$ cat src/hw/instr_exec_pkg.sv
// Constants, types and register map for the OR / move / pointer-load execute block.
// Assumes a core that supplies one instruction word per four-phase cycle and a
// data memory that answers a read within the cycle the read strobe stands.
`default_nettype none

package instr_exec_pkg;

  // ----------------------------------------------------------------------
  // Quarter phases of one instruction cycle
  // ----------------------------------------------------------------------
  localparam logic [1:0] PH_DECODE  = 2'h0;
  localparam logic [1:0] PH_READ    = 2'h1;
  localparam logic [1:0] PH_PROCESS = 2'h2;
  localparam logic [1:0] PH_WRITE   = 2'h3;

  // ----------------------------------------------------------------------
  // Opcode patterns and field positions
  // ----------------------------------------------------------------------
  localparam logic [7:0] OPC_OR_LIT     = 8'h09;
  localparam logic [5:0] OPC_OR_FILE    = 6'h04;
  localparam logic [5:0] OPC_COPY_FILE  = 6'h14;
  localparam logic [7:0] OPC_PTR_FIRST  = 8'hEE;
  localparam logic [1:0] OPC_PTR_ZERO   = 2'h0;
  localparam logic [7:0] OPC_PTR_SECOND = 8'hF0;
  localparam logic [3:0] OPC_F2F_SRC    = 4'hC;
  localparam logic [3:0] OPC_F2F_DST    = 4'hF;
  localparam int         DEST_BIT       = 9;
  localparam int         ACCESS_BIT     = 8;
  localparam logic [1:0] PTR_COUNT      = 2'h3;
  localparam logic [7:0] INDEXED_LIMIT  = 8'h5F;
  localparam logic [3:0] ACCESS_HI_BANK = 4'hF;
  localparam logic [3:0] ACCESS_LO_BANK = 4'h0;
  localparam int         INDEX_PTR      = 2;

  // ----------------------------------------------------------------------
  // Status layout
  // ----------------------------------------------------------------------
  localparam int         STATUS_N_BIT   = 4;
  localparam int         STATUS_Z_BIT   = 2;

  // ----------------------------------------------------------------------
  // Register map and reset values
  // ----------------------------------------------------------------------
  localparam logic [7:0] REG_CTRL    = 8'h00;
  localparam logic [7:0] REG_ACC     = 8'h04;
  localparam logic [7:0] REG_STATUS  = 8'h08;
  localparam logic [7:0] REG_BANK    = 8'h0C;
  localparam logic [7:0] REG_PTR0    = 8'h10;
  localparam logic [7:0] REG_PTR1    = 8'h14;
  localparam logic [7:0] REG_PTR2    = 8'h18;
  localparam logic [7:0] REG_STATE   = 8'h1C;
  localparam int         CTRL_RUN    = 0;
  localparam int         CTRL_EXT    = 1;
  localparam logic [1:0] CTRL_RESET  = 2'h0;
  localparam logic [7:0] ACC_RESET   = 8'h00;
  localparam logic [4:0] STAT_RESET  = 5'h00;
  localparam logic [3:0] BANK_RESET  = 4'h0;
  localparam logic [11:0] PTR_RESET  = 12'h000;

  typedef enum logic [1:0] {
    ST_EXEC    = 2'b00,
    ST_PTR_LOW = 2'b01,
    ST_F2F_DST = 2'b10
  } exec_state_e;

  typedef struct packed {
    logic [11:0] addr;
    logic        rd;
    logic        wr;
    logic [7:0]  wdata;
  } mem_req_s;

endpackage : instr_exec_pkg

`default_nettype wire

$ cat src/hw/or_move_pointer_instr_exec.sv
// Execute logic for literal/register OR, register copy, pointer load and file-to-file copy.
// Assumes one instruction word presented during each decode phase, a data memory that
// returns read data combinationally while the read strobe stands, and a plain register port.
//
// What this block does
// - Opcode 0000 1001 ORs the accumulator with the 8-bit literal into the accumulator.
// - Prefix 0001 00 ORs the accumulator with the addressed register, destination bit normally one.
// - Destination bit zero sends the result to the accumulator, one sends it back to the register.
// - Literal OR, register OR and register copy update only negative and zero flags.
// - Access bit zero maps the address into the access bank, one uses the bank select register.
// - With access bit zero, extended set on and address at most 95, indexed offset addressing is used.
// - Pointer load takes two words and cycles, high nibble then low byte, no flags change.
// - Prefix 0101 00 copies the addressed register to the destination the destination bit picks.
// - The 8-bit address of the OR and copy reaches every location of the selected 256-byte bank.
// - File-to-file copy is words 1100 source then 1111 destination and changes no flags.
// - Both file-to-file addresses span the whole 4096-byte space without bank selection.
// - File-to-file copy reads the source in cycle one and writes in the last quarter of cycle two.
//
// Implementation choices: the placing of the registers and the address-and-strobe port.
`default_nettype none

module or_move_pointer_instr_exec (
  input  wire logic                      ref_clk,
  input  wire logic                      rst_n,
  input  wire logic [15:0]               instr_word,
  output logic                           instr_taken_q,
  output instr_exec_pkg::mem_req_s       mem_req_q,
  input  wire logic [7:0]                mem_rdata,
  input  wire logic [7:0]                reg_addr,
  input  wire logic [31:0]               reg_wdata,
  input  wire logic                      reg_wr,
  input  wire logic                      reg_rd,
  output logic [31:0]                    reg_rdata_q
);

  // ----------------------------------------------------------------------
  // State
  // ----------------------------------------------------------------------
  instr_exec_pkg::exec_state_e state_q;
  instr_exec_pkg::exec_state_e state_d;
  logic [1:0]  phase_q;
  logic [1:0]  ctrl_q;
  logic [7:0]  acc_q;
  logic [4:0]  status_q;
  logic [3:0]  bank_q;
  logic [11:0] ptr_q [3];
  logic [15:0] word_q;
  logic [1:0]  ptr_idx_q;
  logic [7:0]  res_q;

  // ----------------------------------------------------------------------
  // Decode
  // ----------------------------------------------------------------------
  wire run        = ctrl_q[instr_exec_pkg::CTRL_RUN];
  wire ext_en     = ctrl_q[instr_exec_pkg::CTRL_EXT];
  wire in_exec    = (state_q == instr_exec_pkg::ST_EXEC);
  wire in_ptr_low = (state_q == instr_exec_pkg::ST_PTR_LOW);
  wire in_f2f_dst = (state_q == instr_exec_pkg::ST_F2F_DST);
  wire ph_decode  = run && (phase_q == instr_exec_pkg::PH_DECODE);
  wire ph_read    = run && (phase_q == instr_exec_pkg::PH_READ);
  wire ph_process = run && (phase_q == instr_exec_pkg::PH_PROCESS);
  wire ph_write   = run && (phase_q == instr_exec_pkg::PH_WRITE);

  wire op_or_lit  = in_exec && (word_q[15:8] == instr_exec_pkg::OPC_OR_LIT);
  wire op_or_file = in_exec && (word_q[15:10] == instr_exec_pkg::OPC_OR_FILE);
  wire op_copy    = in_exec && (word_q[15:10] == instr_exec_pkg::OPC_COPY_FILE);
  wire op_ptr_hi  = in_exec && (word_q[15:8] == instr_exec_pkg::OPC_PTR_FIRST)
                    && (word_q[7:6] == instr_exec_pkg::OPC_PTR_ZERO)
                    && (word_q[5:4] != instr_exec_pkg::PTR_COUNT);
  wire op_f2f_src = in_exec && (word_q[15:12] == instr_exec_pkg::OPC_F2F_SRC);
  wire op_file    = op_or_file || op_copy;
  wire op_logic   = op_or_lit || op_file;
  wire dest_file  = word_q[instr_exec_pkg::DEST_BIT];
  wire access_bsr = word_q[instr_exec_pkg::ACCESS_BIT];
  wire [7:0] faddr = word_q[7:0];

  // ----------------------------------------------------------------------
  // Address formation
  // ----------------------------------------------------------------------
  wire use_indexed = !access_bsr && ext_en && (faddr <= instr_exec_pkg::INDEXED_LIMIT);
  wire [11:0] idx_addr  = ptr_q[instr_exec_pkg::INDEX_PTR] + {4'h0, faddr};
  wire [3:0]  acc_bank  = (faddr <= instr_exec_pkg::INDEXED_LIMIT) ?
                          instr_exec_pkg::ACCESS_LO_BANK : instr_exec_pkg::ACCESS_HI_BANK;
  wire [11:0] bank_addr = access_bsr ? {bank_q, faddr} : {acc_bank, faddr};
  wire [11:0] file_addr = use_indexed ? idx_addr : bank_addr;

  // ----------------------------------------------------------------------
  // Data path
  // ----------------------------------------------------------------------
  wire [7:0] operand  = op_or_lit ? word_q[7:0] : mem_rdata;
  wire [7:0] result_d = op_copy ? operand : (acc_q | operand);
  wire commit_acc   = ph_write && (op_or_lit || (op_file && !dest_file));
  wire commit_flags = ph_write && op_logic;
  wire [4:0] flags_d = {res_q[7], status_q[3], (res_q == 8'h00), status_q[1:0]};

  // ----------------------------------------------------------------------
  // Register port decode
  // ----------------------------------------------------------------------
  wire wr_ctrl   = reg_wr && (reg_addr == instr_exec_pkg::REG_CTRL);
  wire wr_acc    = reg_wr && (reg_addr == instr_exec_pkg::REG_ACC);
  wire wr_status = reg_wr && (reg_addr == instr_exec_pkg::REG_STATUS);
  wire wr_bank   = reg_wr && (reg_addr == instr_exec_pkg::REG_BANK);
  wire [2:0] wr_ptr = {reg_wr && (reg_addr == instr_exec_pkg::REG_PTR2),
                       reg_wr && (reg_addr == instr_exec_pkg::REG_PTR1),
                       reg_wr && (reg_addr == instr_exec_pkg::REG_PTR0)};
  wire [31:0] rd_mux =
    (reg_addr == instr_exec_pkg::REG_CTRL)   ? {30'h0, ctrl_q} :
    (reg_addr == instr_exec_pkg::REG_ACC)    ? {24'h0, acc_q} :
    (reg_addr == instr_exec_pkg::REG_STATUS) ? {27'h0, status_q} :
    (reg_addr == instr_exec_pkg::REG_BANK)   ? {28'h0, bank_q} :
    (reg_addr == instr_exec_pkg::REG_PTR0)   ? {20'h0, ptr_q[0]} :
    (reg_addr == instr_exec_pkg::REG_PTR1)   ? {20'h0, ptr_q[1]} :
    (reg_addr == instr_exec_pkg::REG_PTR2)   ? {20'h0, ptr_q[2]} :
    (reg_addr == instr_exec_pkg::REG_STATE)  ? {28'h0, state_q, phase_q} : 32'h0;

  // ----------------------------------------------------------------------
  // Sequencer
  // ----------------------------------------------------------------------
  always_comb begin
    case (state_q)
      instr_exec_pkg::ST_EXEC: begin
        if (op_ptr_hi) begin
          state_d = instr_exec_pkg::ST_PTR_LOW;
        end else if (op_f2f_src) begin
          state_d = instr_exec_pkg::ST_F2F_DST;
        end else begin
          state_d = instr_exec_pkg::ST_EXEC;
        end
      end
      instr_exec_pkg::ST_PTR_LOW: state_d = instr_exec_pkg::ST_EXEC;
      instr_exec_pkg::ST_F2F_DST: state_d = instr_exec_pkg::ST_EXEC;
      default:                    state_d = instr_exec_pkg::ST_EXEC;
    endcase
  end

  always_ff @(posedge ref_clk or negedge rst_n) begin
    if (!rst_n) begin
      phase_q <= instr_exec_pkg::PH_DECODE;
      state_q <= instr_exec_pkg::ST_EXEC;
    end else if (run) begin
      phase_q <= phase_q + 2'h1;
      if (ph_write) begin
        state_q <= state_d;
      end
    end
  end

  // Each word is taken at the end of the decode phase; the pointer index of the
  // first load word is kept because the second word does not carry it.
  always_ff @(posedge ref_clk or negedge rst_n) begin
    if (!rst_n) begin
      word_q        <= 16'h0000;
      ptr_idx_q     <= 2'h0;
      instr_taken_q <= 1'b0;
    end else begin
      instr_taken_q <= ph_decode;
      if (ph_decode) begin
        word_q <= instr_word;
      end
      if (op_ptr_hi && ph_write) begin
        ptr_idx_q <= word_q[5:4];
      end
    end
  end

  // ----------------------------------------------------------------------
  // Data memory strobes
  // ----------------------------------------------------------------------
  always_ff @(posedge ref_clk or negedge rst_n) begin
    if (!rst_n) begin
      mem_req_q <= '0;
      res_q     <= 8'h00;
    end else begin
      mem_req_q.rd <= ph_read && (op_file || op_f2f_src);
      mem_req_q.wr <= ph_process && ((op_file && dest_file) || in_f2f_dst);
      if (ph_read && op_file) begin
        mem_req_q.addr <= file_addr;
      end else if (ph_read && op_f2f_src) begin
        mem_req_q.addr <= word_q[11:0];
      end else if (ph_process && in_f2f_dst) begin
        mem_req_q.addr <= word_q[11:0];
      end
      if (ph_process && in_exec) begin
        res_q <= op_f2f_src ? mem_rdata : result_d;
      end
      if (ph_process) begin
        mem_req_q.wdata <= in_f2f_dst ? res_q : result_d;
      end
    end
  end

  // ----------------------------------------------------------------------
  // Architectural registers; a software write in the same cycle as a core
  // write wins, since software is assumed to halt the core before editing.
  // ----------------------------------------------------------------------
  always_ff @(posedge ref_clk or negedge rst_n) begin
    if (!rst_n) begin
      ctrl_q   <= instr_exec_pkg::CTRL_RESET;
      acc_q    <= instr_exec_pkg::ACC_RESET;
      status_q <= instr_exec_pkg::STAT_RESET;
      bank_q   <= instr_exec_pkg::BANK_RESET;
    end else begin
      if (wr_ctrl) begin
        ctrl_q <= reg_wdata[1:0];
      end
      if (wr_acc) begin
        acc_q <= reg_wdata[7:0];
      end else if (commit_acc) begin
        acc_q <= res_q;
      end
      if (wr_status) begin
        status_q <= reg_wdata[4:0];
      end else if (commit_flags) begin
        status_q <= flags_d;
      end
      if (wr_bank) begin
        bank_q <= reg_wdata[3:0];
      end
    end
  end

  for (genvar i = 0; i < 3; i++) begin : g_ptr
    always_ff @(posedge ref_clk or negedge rst_n) begin
      if (!rst_n) begin
        ptr_q[i] <= instr_exec_pkg::PTR_RESET;
      end else if (wr_ptr[i]) begin
        ptr_q[i] <= reg_wdata[11:0];
      end else if (ph_write && op_ptr_hi && (word_q[5:4] == 2'(i))) begin
        ptr_q[i][11:8] <= word_q[3:0];
      end else if (ph_write && in_ptr_low && (ptr_idx_q == 2'(i))) begin
        ptr_q[i][7:0] <= word_q[7:0];
      end
    end
  end

  always_ff @(posedge ref_clk or negedge rst_n) begin
    if (!rst_n) begin
      reg_rdata_q <= 32'h0;
    end else if (reg_rd) begin
      reg_rdata_q <= rd_mux;
    end
  end

  // ----------------------------------------------------------------------
  // Checks
  // ----------------------------------------------------------------------
  localparam int F2F_MIN = 5;
  localparam int F2F_MAX = 6;

  property p_or_literal;
    @(posedge ref_clk) disable iff (!rst_n)
    (ph_write && op_or_lit && !wr_acc) |=> (acc_q == ($past(acc_q) | $past(word_q[7:0])));
  endproperty
  a_or_literal: assert property (p_or_literal) else $error("literal OR result wrong");

  property p_or_file_dest;
    @(posedge ref_clk) disable iff (!rst_n)
    (ph_process && op_or_file && dest_file)
      |=> (mem_req_q.wr && mem_req_q.wdata == ($past(acc_q) | $past(mem_rdata)));
  endproperty
  a_or_file_dest: assert property (p_or_file_dest) else $error("register OR write wrong");

  property p_dest_acc;
    @(posedge ref_clk) disable iff (!rst_n)
    (ph_process && op_file && !dest_file) |=> !mem_req_q.wr ##1 (wr_acc || acc_q == $past(res_q));
  endproperty
  a_dest_acc: assert property (p_dest_acc) else $error("accumulator destination wrong");

  property p_flags;
    @(posedge ref_clk) disable iff (!rst_n)
    (ph_write && op_logic && !wr_status) |=> (status_q[3] == $past(status_q[3]))
      && (status_q[1:0] == $past(status_q[1:0]))
      && (status_q[instr_exec_pkg::STATUS_Z_BIT] == ($past(res_q) == 8'h00))
      && (status_q[instr_exec_pkg::STATUS_N_BIT] == $past(res_q[7]));
  endproperty
  a_flags: assert property (p_flags) else $error("status flag update wrong");

  property p_bank_addr;
    @(posedge ref_clk) disable iff (!rst_n)
    (ph_read && op_file && access_bsr) |=> (mem_req_q.addr == {$past(bank_q), $past(faddr)});
  endproperty
  a_bank_addr: assert property (p_bank_addr) else $error("banked address wrong");

  property p_indexed_addr;
    @(posedge ref_clk) disable iff (!rst_n)
    (ph_read && op_file && !access_bsr && ext_en && faddr <= 8'h5F)
      |=> (mem_req_q.addr == $past(ptr_q[2] + {4'h0, faddr}));
  endproperty
  a_indexed_addr: assert property (p_indexed_addr) else $error("indexed address wrong");

  property p_ptr_load;
    @(posedge ref_clk) disable iff (!rst_n)
    (ph_write && op_ptr_hi && word_q[5:4] == 2'h0 && wr_ptr == 3'h0)
      |=> (ptr_q[0][11:8] == $past(word_q[3:0])) ##3 (in_ptr_low || !run);
  endproperty
  a_ptr_load: assert property (p_ptr_load) else $error("pointer load sequence wrong");

  property p_f2f_write;
    @(posedge ref_clk) disable iff (!rst_n)
    (ph_read && op_f2f_src && run) |=> mem_req_q.rd ##[F2F_MIN:F2F_MAX] (mem_req_q.wr || !run);
  endproperty
  a_f2f_write: assert property (p_f2f_write) else $error("copy write not in time");

  property p_phase_order;
    @(posedge ref_clk) disable iff (!rst_n)
    (run && phase_q == instr_exec_pkg::PH_DECODE && $past(run)) [*1] ##0 ctrl_q == $past(ctrl_q)
      |=> (phase_q == instr_exec_pkg::PH_READ);
  endproperty
  a_phase_order: assert property (p_phase_order) else $error("phase order wrong");

  c_or_literal: cover property (@(posedge ref_clk) disable iff (!rst_n) ph_write && op_or_lit);
  c_ptr_load:   cover property (@(posedge ref_clk) disable iff (!rst_n) ph_write && in_ptr_low);
  c_f2f:        cover property (@(posedge ref_clk) disable iff (!rst_n) mem_req_q.wr && in_f2f_dst);
  c_indexed:    cover property (@(posedge ref_clk) disable iff (!rst_n) ph_read && use_indexed);

endmodule : or_move_pointer_instr_exec

`default_nettype wire

$ cat config.mk
export PLATFORM = sky130hd
export DESIGN_NAME = or_move_pointer_instr_exec
export DESIGN_NICKNAME = d
export VERILOG_FILES = /design/src/hw/instr_exec_pkg.sv /design/src/hw/or_move_pointer_instr_exec.sv
export SDC_FILE = /design/constraint.sdc
export NUM_CORES = 1
export LEC_CHECK = 0
export BUFFER_PORTS_ARGS = -buffer_cell sky130_fd_sc_hd__clkbuf_2
export CORE_MARGIN = 2
export CORE_UTILIZATION = 25
export DETAILED_ROUTE_END_ITERATION = 10
export PLACE_DENSITY_LB_ADDON = 0.05
export SYNTH_ARGS = -nofsm -noshare
export SYNTH_HDL_FRONTEND = slang
export SYNTH_SLANG_ARGS = --single-unit
$ cat constraint.sdc
create_clock -name ref_clk -period 5.9 [get_ports ref_clk]
set_clock_uncertainty 0.1 [all_clocks]
set_input_delay 0.295 -clock ref_clk [delete_from_list [all_inputs] [get_ports ref_clk]]
set_output_delay 0.295 -clock ref_clk [all_outputs]
set_load 0.02 [all_outputs]
==> results of run 1 <==
==> how the worst min path moves through the flow <==
stage,depth (start not counted),end,slack (ns)
after floorplan,0,acc_q[0],-0.10
after global placement,1,word_q[7],0.35
after detailed placement,1,reg_rdata_q[10],0.36
after CTS,2,word_q[13],0.003
after global routing,2,word_q[4],0.01
final,2,word_q[13],0.006
==> power groups by stage <==
stage	logic, mW	clock network [mW]	registers [mW]
after CTS	0.796	1.07	1.16
after floorplan	0.540	0	1.08
after global placement	0.787	0	1.17
final	0.792	1.04	1.15
after detailed placement	0.790	0	1.17
after global routing	0.874	1.10	1.17
==> layout by cell type (no fill, tap or decap), types with 3 or more instances in the layout <==
master and count:
buf_4 15, dfrtp_1 120, clkinv_2 4, clkinv_4 3
nor2_1 55, nor4_1 4, mux2i_1 75, clkbuf_2 81
o21ai_0 77, a31oi_1 10, nor3_2 3, o21a_1 4
nor3b_1 3, dlygate4sd3_1 5, o2bb2ai_1 4, conb_1 20
nand2b_1 5, nor3_1 4, a211oi_1 8, clkbuf_16 17
ha_1 12, o211ai_1 3, mux2_2 29, o22ai_1 6
nor4b_1 3, nand2_1 90, nand3_1 9, a22oi_1 3
a21o_1 7, a21oi_1 27, inv_1 16, clkinvlp_4 4
xnor2_1 5, a311oi_1 4
==> cell type report <==
cell class,count,area (um2)
Multi-Input combinational cell,510,3368
Fill cell,2761,18130
Timing Repair Buffer,101,568.0
Inverter,16,60.06
Sequential cell,120,3003
Clock inverter,15,153.9
Clock buffer,17,425.4
Tap cell,335,419.2
==> cell families after synthesis <==
kind of cell    Yosys count  synth area share [%]
simple gates            199                 14.33
buf+inv                  73                 5.411
mux                     106                 16.85
compound gates          165                 14.78
flops                   120                 45.09
other cells               1               0.05631
fa+ha+maj                13                 2.555
xor+xnor                  7                0.9206
==> Yosys cell counts (all sizes together), types with 6 or more instances <==
| cell | n |
|---|---|
| dfrtp | 120 |
| nand2 | 90 |
| o21ai | 77 |
| mux2i | 75 |
| nor2 | 56 |
| buf | 36 |
| mux2 | 29 |
| a21oi | 27 |
| clkbuf | 21 |
| inv | 16 |
| ha | 12 |
| a31oi | 10 |
| nand3 | 9 |
| a211oi | 8 |
| nor3 | 8 |
| a21o | 7 |
| o22ai | 6 |
==> registers in the layout, indices dropped and copies added (netlist names) <==
name and flops:
phase_q 2, ctrl_q 2, status_q 5, acc_q 8
reg_rdata_q 12, res_q 8, bank_q 4, word_q 16
instr_taken_q 1, state_q 2, ptr_q 36, mem_req_q 22
ptr_idx_q 2
==> worst register-to-register path, delay by kind of cell, from the launching register on <==
family	cells	cell delay, ns
compound gates	2	0.34
flops	1	0.61
simple gates	3	1.65
mux	1	0.28
==> routing by layer <==
metal,routed length (um),share of wire (%)
met2,10220,43
met5,0,0
met3,1034,4.4
met4,324,1.4
met1,12000,51
==> stage by stage <==
stage	total power, mW	hold WS, ns	util (%)	worst slack [ns]
after floorplan	1.619	-0.1006	-	3.593
after global placement	1.959	0.3502	28.20	2.722
after detailed placement	1.964	0.3588	28.20	2.696
after CTS	3.020	0.002664	30.60	2.762
after global routing	3.150	0.01160	30.60	2.493
final	2.985	0.006447	30.60	2.806
==> out/qor.txt, run 1 <==
status: finished with violations
violated checks: DRC
CTS tree: built
initial antenna violation count: 0
GPL Wtd Cong: 0.8232
Worst-Margin Slew: 1.019 ns
Synth warnings: 0
initial core utilization: 25.49%
FF-to-FF Start: ctrl_q[0]
Yosys reg bits: 120
syn_area_per_cell: 9.737 um2
R2R Path End: ptr_q[11]
H-Tree Level Count: 4
Gate power share: 26.5%
crit path kind: flip-flop to flip-flop
Num CTS Buffers: 17
Via density: 4.868
PortBufs: 82
initial drt markers: 373
switch share: 36.62%
die area: 27960 um2
Hold Crit Start: instr_word[13]
site row count: 59
period utilization: 52.43%
Psw: 1.093 mW
Seq/Total Area, Yosys: 45.09%
mapped cell area: 6660 um2
DRC Markers: 11
fin nets: 847
GR Util met2: 25.65%
Post-DRT Antenna Nets: 0
P_leak: 3.417 nW
P&R area growth vs syn: 20.08%
Max Root-Sink Buffers: 2
core area: 26130 um2
peak supply drop: 0.1550 mV
crit path launch type: flip-flop
TritonRoute pass-1 iters: 8
worst-skew pair later-pin latency: 0.42 ns
Post-Place Cells: 1077
GR Overflow Total: 0
DP HPWL: 17260 um
vias in the first global route: 5371
CP Capture Point: ptr_q[11]
Pint: 1.892 mW
Crit path largest cell delay: 0.94 ns
Clk network pwr share: 34.9%
Hold Buf Count CTS: 5
via count: 5423
critical path fanouts, max: 13
Sink Count: 120
Final Non-Filler Cells: 1114
WL/cell: 21.17 um
Crit path max-delay family: simple AND/OR/NAND/NOR gates
Routed WL: 23580 um
final hold vios: 0
CP cell instances: nand2_1 -> a21oi_1 -> nand4_1 -> nor3b_1 -> mux2i_1 -> o21ai_0
r2r worst-path depth: 6
ys flop type: dfrtp_1
Root Driver: clkbuf_16
Die H: 167.2 um
post-CTS resize count: 0
Worst Setup SP: ctrl_q[0]
first-pass GRT wire length: 35660 um
min cycle time layout: 3.094 ns
max cap viols: 0
sequential share of power: 38.6%
post-synth top area cell: dfrtp_1
Arr. time, crit path: 3.29 ns
endpoints failing setup: 0
top cells by area, synth: dfrtp_1 (45%), mux2i_1 (11%), o21ai_0 (5.8%), nand2_1 (5.1%), mux2_2 (4.9%)
Yosys top cell area share: 45.09%
Critical path buffers and inverters: 0
pwr dens: 373.3 nW/um2
GRT Resource Usage Total: 17.27%
fmax: 323.2 MHz
max-slew violations: 0
slowest CP cell: nor3b_1
r2r setup slk: 2.81 ns
share of cells above drive strength 1: 21.82%
synthesized netlist cell count: 684
Slew headroom: 31.93%
HP Class: input pin to flip-flop
Crit path depth: 6
largest net degree at the start of global routing: 62
WP data required: 6.10 ns
RSZ-0062 raised after global routing: no
met1 global-route usage: 25.75%
Total Neg Setup Slack: 0 ns
DIE WIDTH: 167.2 um
Synth cell types: 60
postcts setup bufs: 0
FFs w/ async S/R, synth: 100.0%
Post-synth EDFFs: 0
clk slew on worst S/H paths: 0.06 ns
busiest grt layer: met1
num ports: 123
GR Util met3: 2.883%
Post-DP Area: 7368 um2
CP Capture Type: flip-flop
Inserted Diodes: 0
fin area: 7998 um2
No activity file was read; power rests on OpenSTA's default activity.
==> run 2, diff against run 1 <==
--- a/config.mk
+++ b/config.mk
@@ -5,6 +5,7 @@
 export SDC_FILE = /design/constraint.sdc
 export NUM_CORES = 1
 export LEC_CHECK = 0
+export ABC_AREA = 1
 export BUFFER_PORTS_ARGS = -buffer_cell sky130_fd_sc_hd__clkbuf_2
 export CORE_MARGIN = 2
 export CORE_UTILIZATION = 25
==> constraint.sdc (replaced) <==
create_clock -name ref_clk -period 2.7 [get_ports ref_clk]
set_clock_uncertainty 0.1 [all_clocks]
set_input_delay 0.135 -clock ref_clk [delete_from_list [all_inputs] [get_ports ref_clk]]
set_output_delay 0.135 -clock ref_clk [all_outputs]
set_load 0.02 [all_outputs]
==> run 2 against run 1 <==
The run ends with hold timing left. First-iteration DRC count grew 20%. Synthesized cell count grew 36%. Core utilization grew 1.6 points. Critical path depth grew 6. Clock-buffer cell count grew 1. Critical path type unchanged.
==> out/qor.txt, run 2 <==
status: finished with violations
violated checks: hold timing
Root Driver: clkbuf_16
Worst-Margin Slew: 0.5857 ns (-0.4332 ns)
period utilization: 84.05% (+32 points)
Hold Path End: ptr_q[2]
Slew headroom: 60.91% (+29 points)
Pint: 4.215 mW (+120%)
Sequential Area: 3003 um2 (unchanged)
most used cell, CP: nand2_1
vias in the first global route: 6434 (+20%)
Total Neg Setup Slack: 0 ns (unchanged)
DRC Markers: 0 (-11)
Arr. time, crit path: 2.49 ns (-0.80 ns)
initial core utilization: 25.48% (about the same)
site row count: 60 (+1.7%)
DIE WIDTH: 170.0 um (+1.6%)
WL/cell: 18.11 um (-14%)
count leader, synth: nand2_1
Seq/Total Area, Yosys: 43.60% (-1.5 points)
GPL Wtd Cong: 0.8232 (unchanged)
FF-to-FF Start: word_q[0]
Crit path max-delay family: simple AND/OR/NAND/NOR gates
Sink Count: 120 (unchanged)
Psw: 2.488 mW (+130%)
P_leak: 4.427 nW (+30%)
CTS tree: built
post-synth top area cell: dfrtp_1
syn_area_per_cell: 7.389 um2 (-24%)
pwr dens: 771.0 nW/um2 (+110%)
endpoints failing setup: 0 (unchanged)
CP cell instances: ha_1 -> fa_1 -> nand3_1 -> nand3_1 -> nand2_1 -> nand2_1 -> nand2_1 -> nand2_1 -> nand3_1 -> nand2_1 -> nand2_1 -> nand2_1
Yosys reg bits: 120 (unchanged)
TritonRoute pass-1 iters: 5 (-3)
critical path fanouts, max: 5 (-8)
sequential share of power: 36.5% (-2.1 points)
peak supply drop: 0.3503 mV (+130%)
RSZ-0062 raised after global routing: no
hold path cells: 3 (+1)
Gate power share: 25.7% (-0.8 points)
slowest CP cell: dfrtp_1
Hold Buf Count CTS: 36 (+31)
crit path launch type: flip-flop
CP Capture Type: flip-flop
num ports: 123 (unchanged)
GR Overflow Total: 0 (unchanged)
Post-DRT Antenna Nets: 0 (unchanged)
Max Root-Sink Buffers: 2 (unchanged)
clk slew on worst S/H paths: 0.06 ns (about the same)
synthesized netlist cell count: 932 (+36%)
Fillers: 2984 (+8.1%)
Die H: 170.0 um (+1.6%)
max-slew violations: 0 (unchanged)
via count: 6553 (+21%)
mapped cell area: 6887 um2 (+3.4%)
postcts setup bufs: 0 (unchanged)
Num CTS Buffers: 17 (unchanged)
min cycle time layout: 2.269 ns (-0.8242 ns)
WP data required: 2.92 ns (-3.18 ns)
Clk network pwr share: 37.7% (+2.8 points)
Synth warnings: 0 (unchanged)
Yosys top cell area share: 43.60% (-1.5 points)
initial drt markers: 447 (+20%)
switch share: 37.11% (+0.49 points)
initial antenna violation count: 0 (unchanged)
Post-synth EDFFs: 0 (unchanged)
first-pass GRT wire length: 39360 um (+10%)
Inserted Diodes: 0 (unchanged)
Most flops, register: ptr_q
Synth cell types: 43 (-28%)
commonest non-fill, non-tap cells in the layout: nand2_1 (321), dfrtp_1 (120), inv_1 (88), nand3_1 (88), clkbuf_2 (81)
H-Tree Level Count: 4 (unchanged)
worst hold slack: -0.009228 ns (-0.01568 ns)
FFs w/ async S/R, synth: 100.0% (unchanged)
fin nets: 1145 (+35%)
max cap viols: 0 (unchanged)
Routed WL: 25690 um (+8.9%)
worst-skew pair later-pin latency: 0.43 ns (about the same)
share of cells above drive strength 1: 16.06% (-5.8 points)
r2r setup slk: 0.43 ns (-2.38 ns)
ys flop type: dfrtp_1
Via density: 4.621 (-5.1%)
Crit path largest cell delay: 0.47 ns (-0.47 ns)
post-CTS resize count: 0 (unchanged)
core area: 27030 um2 (+3.4%)
HP Class: input pin to flip-flop
footprint of the multi-input gates: 3316 um2 (-1.6%)
P&R area growth vs syn: 26.24%
commonest cells in the netlist: nand2_1 (321), dfrtp_1 (120), inv_1 (88), nand3_1 (88), o21ai_0 (65)
Hold Crit Start: reg_wdata[2]
die area: 28890 um2 (+3.3%)
top cells by area, synth: dfrtp_1 (44%), nand2_1 (17%), nand3_1 (6.4%), inv_1 (4.8%), o21ai_0 (4.7%)
DP HPWL: 19400 um (+12%)
final hold vios: 1 (+1)
registers with the most flip-flops: ptr_q (36), mem_req_q (22), word_q (16)
r2r worst-path depth: 12 (+6)
crit path kind: flip-flop to flip-flop
commonest non-fill, non-tap cell in the layout: nand2_1
largest net degree at the start of global routing: 61 (-1.6%)
Critical path buffers and inverters: 0 (unchanged)
GRT Resource Usage Total: 18.30% (+1.0 points)
fmax: 440.6 MHz (+36%)
PortBufs: 82 (unchanged)
max reg flops: 36 (unchanged)
R2R Path End: mem_req_q[20]
-- run 2: changes by cell type after synthesis, moves of 12 or more --
| cell | change |
|---|---|
| a21oi_1 | +15 |
| clkbuf_1 | -13 |
| inv_1 | +72 |
| inv_2 | +12 |
| mux2_2 | -29 |
| mux2i_1 | -75 |
| nand2_1 | +231 |
| nand3_1 | +79 |
| nand4_1 | +13 |
| o21ai_0 | -12 |
-- run 2: worst max-delay path by stage --
| stage | to | start | slack [ns] | depth (start not counted) |
|---|---|---|---|---|
| after floorplan | mem_req_q[20] | word_q[0] | 0.83 | 12 |
| after global placement | mem_req_q[20] | word_q[0] | 0.45 | 12 |
| after detailed placement | mem_req_q[20] | word_q[0] | 0.41 | 12 |
| after CTS | mem_req_q[20] | word_q[0] | 0.40 | 12 |
| after global routing | mem_req_q[20] | word_q[0] | 0.25 | 12 |
| final | mem_req_q[20] | word_q[0] | 0.43 | 12 |
-- run 2: cells by family (layout without fill, tap and decap cells) --
logic type,Yosys count,in the layout,synth area share (%)
AOI/OAI and AO/OA,152,152,12.59
xor gates and xnor gates,4,4,0.5087
adders and majority gates,13,13,2.471
buffers and inverters,143,269,9.284
DFF,120,120,43.60
other,1,20,0.05445
and+or+nand+nor,499,499,31.49
-- run 2: layout make-up --
| class | count | area share [%] |
|---|---|---|
| inverters | 101 | 4.361 |
| repair buffers | 136 | 10.74 |
| clock inverters | 14 | 2.260 |
| flip-flops and latches | 120 | 34.54 |
| multi-input cells | 688 | 38.14 |
| clock buffers | 18 | 5.052 |
| well taps | 341 | 4.908 |
-- run 2: worst reg2reg max path, cell delays in order, from the launching register on --
cell	delay [ns]
dfrtp_1	0.47
ha_1	0.29
fa_1	0.42
nand3_1	0.13
nand3_1	0.11
nand2_1	0.11
nand2_1	0.09
nand2_1	0.07
nand2_1	0.04
nand3_1	0.10
nand2_1	0.09
nand2_1	0.08
nand2_1	0.05
-- run 2: per-stage QoR --
stage | instance area, um2 | cells | total power [mW] | util [%] | setup WS (ns)
final | 8693 | 1418 | 6.702 | 32.17 | 0.4306
after floorplan | 6958 | 951 | 3.426 | - | 0.8253
after global placement | 7697 | 1350 | 4.177 | 28.48 | 0.4509
after global routing | 8693 | 1418 | 7.092 | 32.17 | 0.2517
after CTS | 8693 | 1418 | 6.740 | 32.17 | 0.4014
after detailed placement | 7697 | 1350 | 4.163 | 28.48 | 0.4051
-- run 2: layer usage --
layer / global-route usage [%] / wire length, um / part of all wire [%] / up-vias
li1: - / - / - / 3277
met1: 26.51 / 13010 / 51 / 3099
met2: 29.03 / 11600 / 45 / 164
met3: 2.721 / 878 / 3.4 / 13
met4: 3.567 / 196 / 0.76 / 0
met5: 0 / 0 / 0 / -
-- run 2: power by group through the flow --
stage	combinational [mW]	clock [mW]	sequential, mW
6_report	1.72	2.53	2.45
5_1_grt	1.96	2.65	2.49
4_1_cts	1.73	2.56	2.45
3_5_place_dp	1.68	0	2.48
3_3_place_gp	1.70	0	2.48
2_1_floorplan	1.06	0	2.36
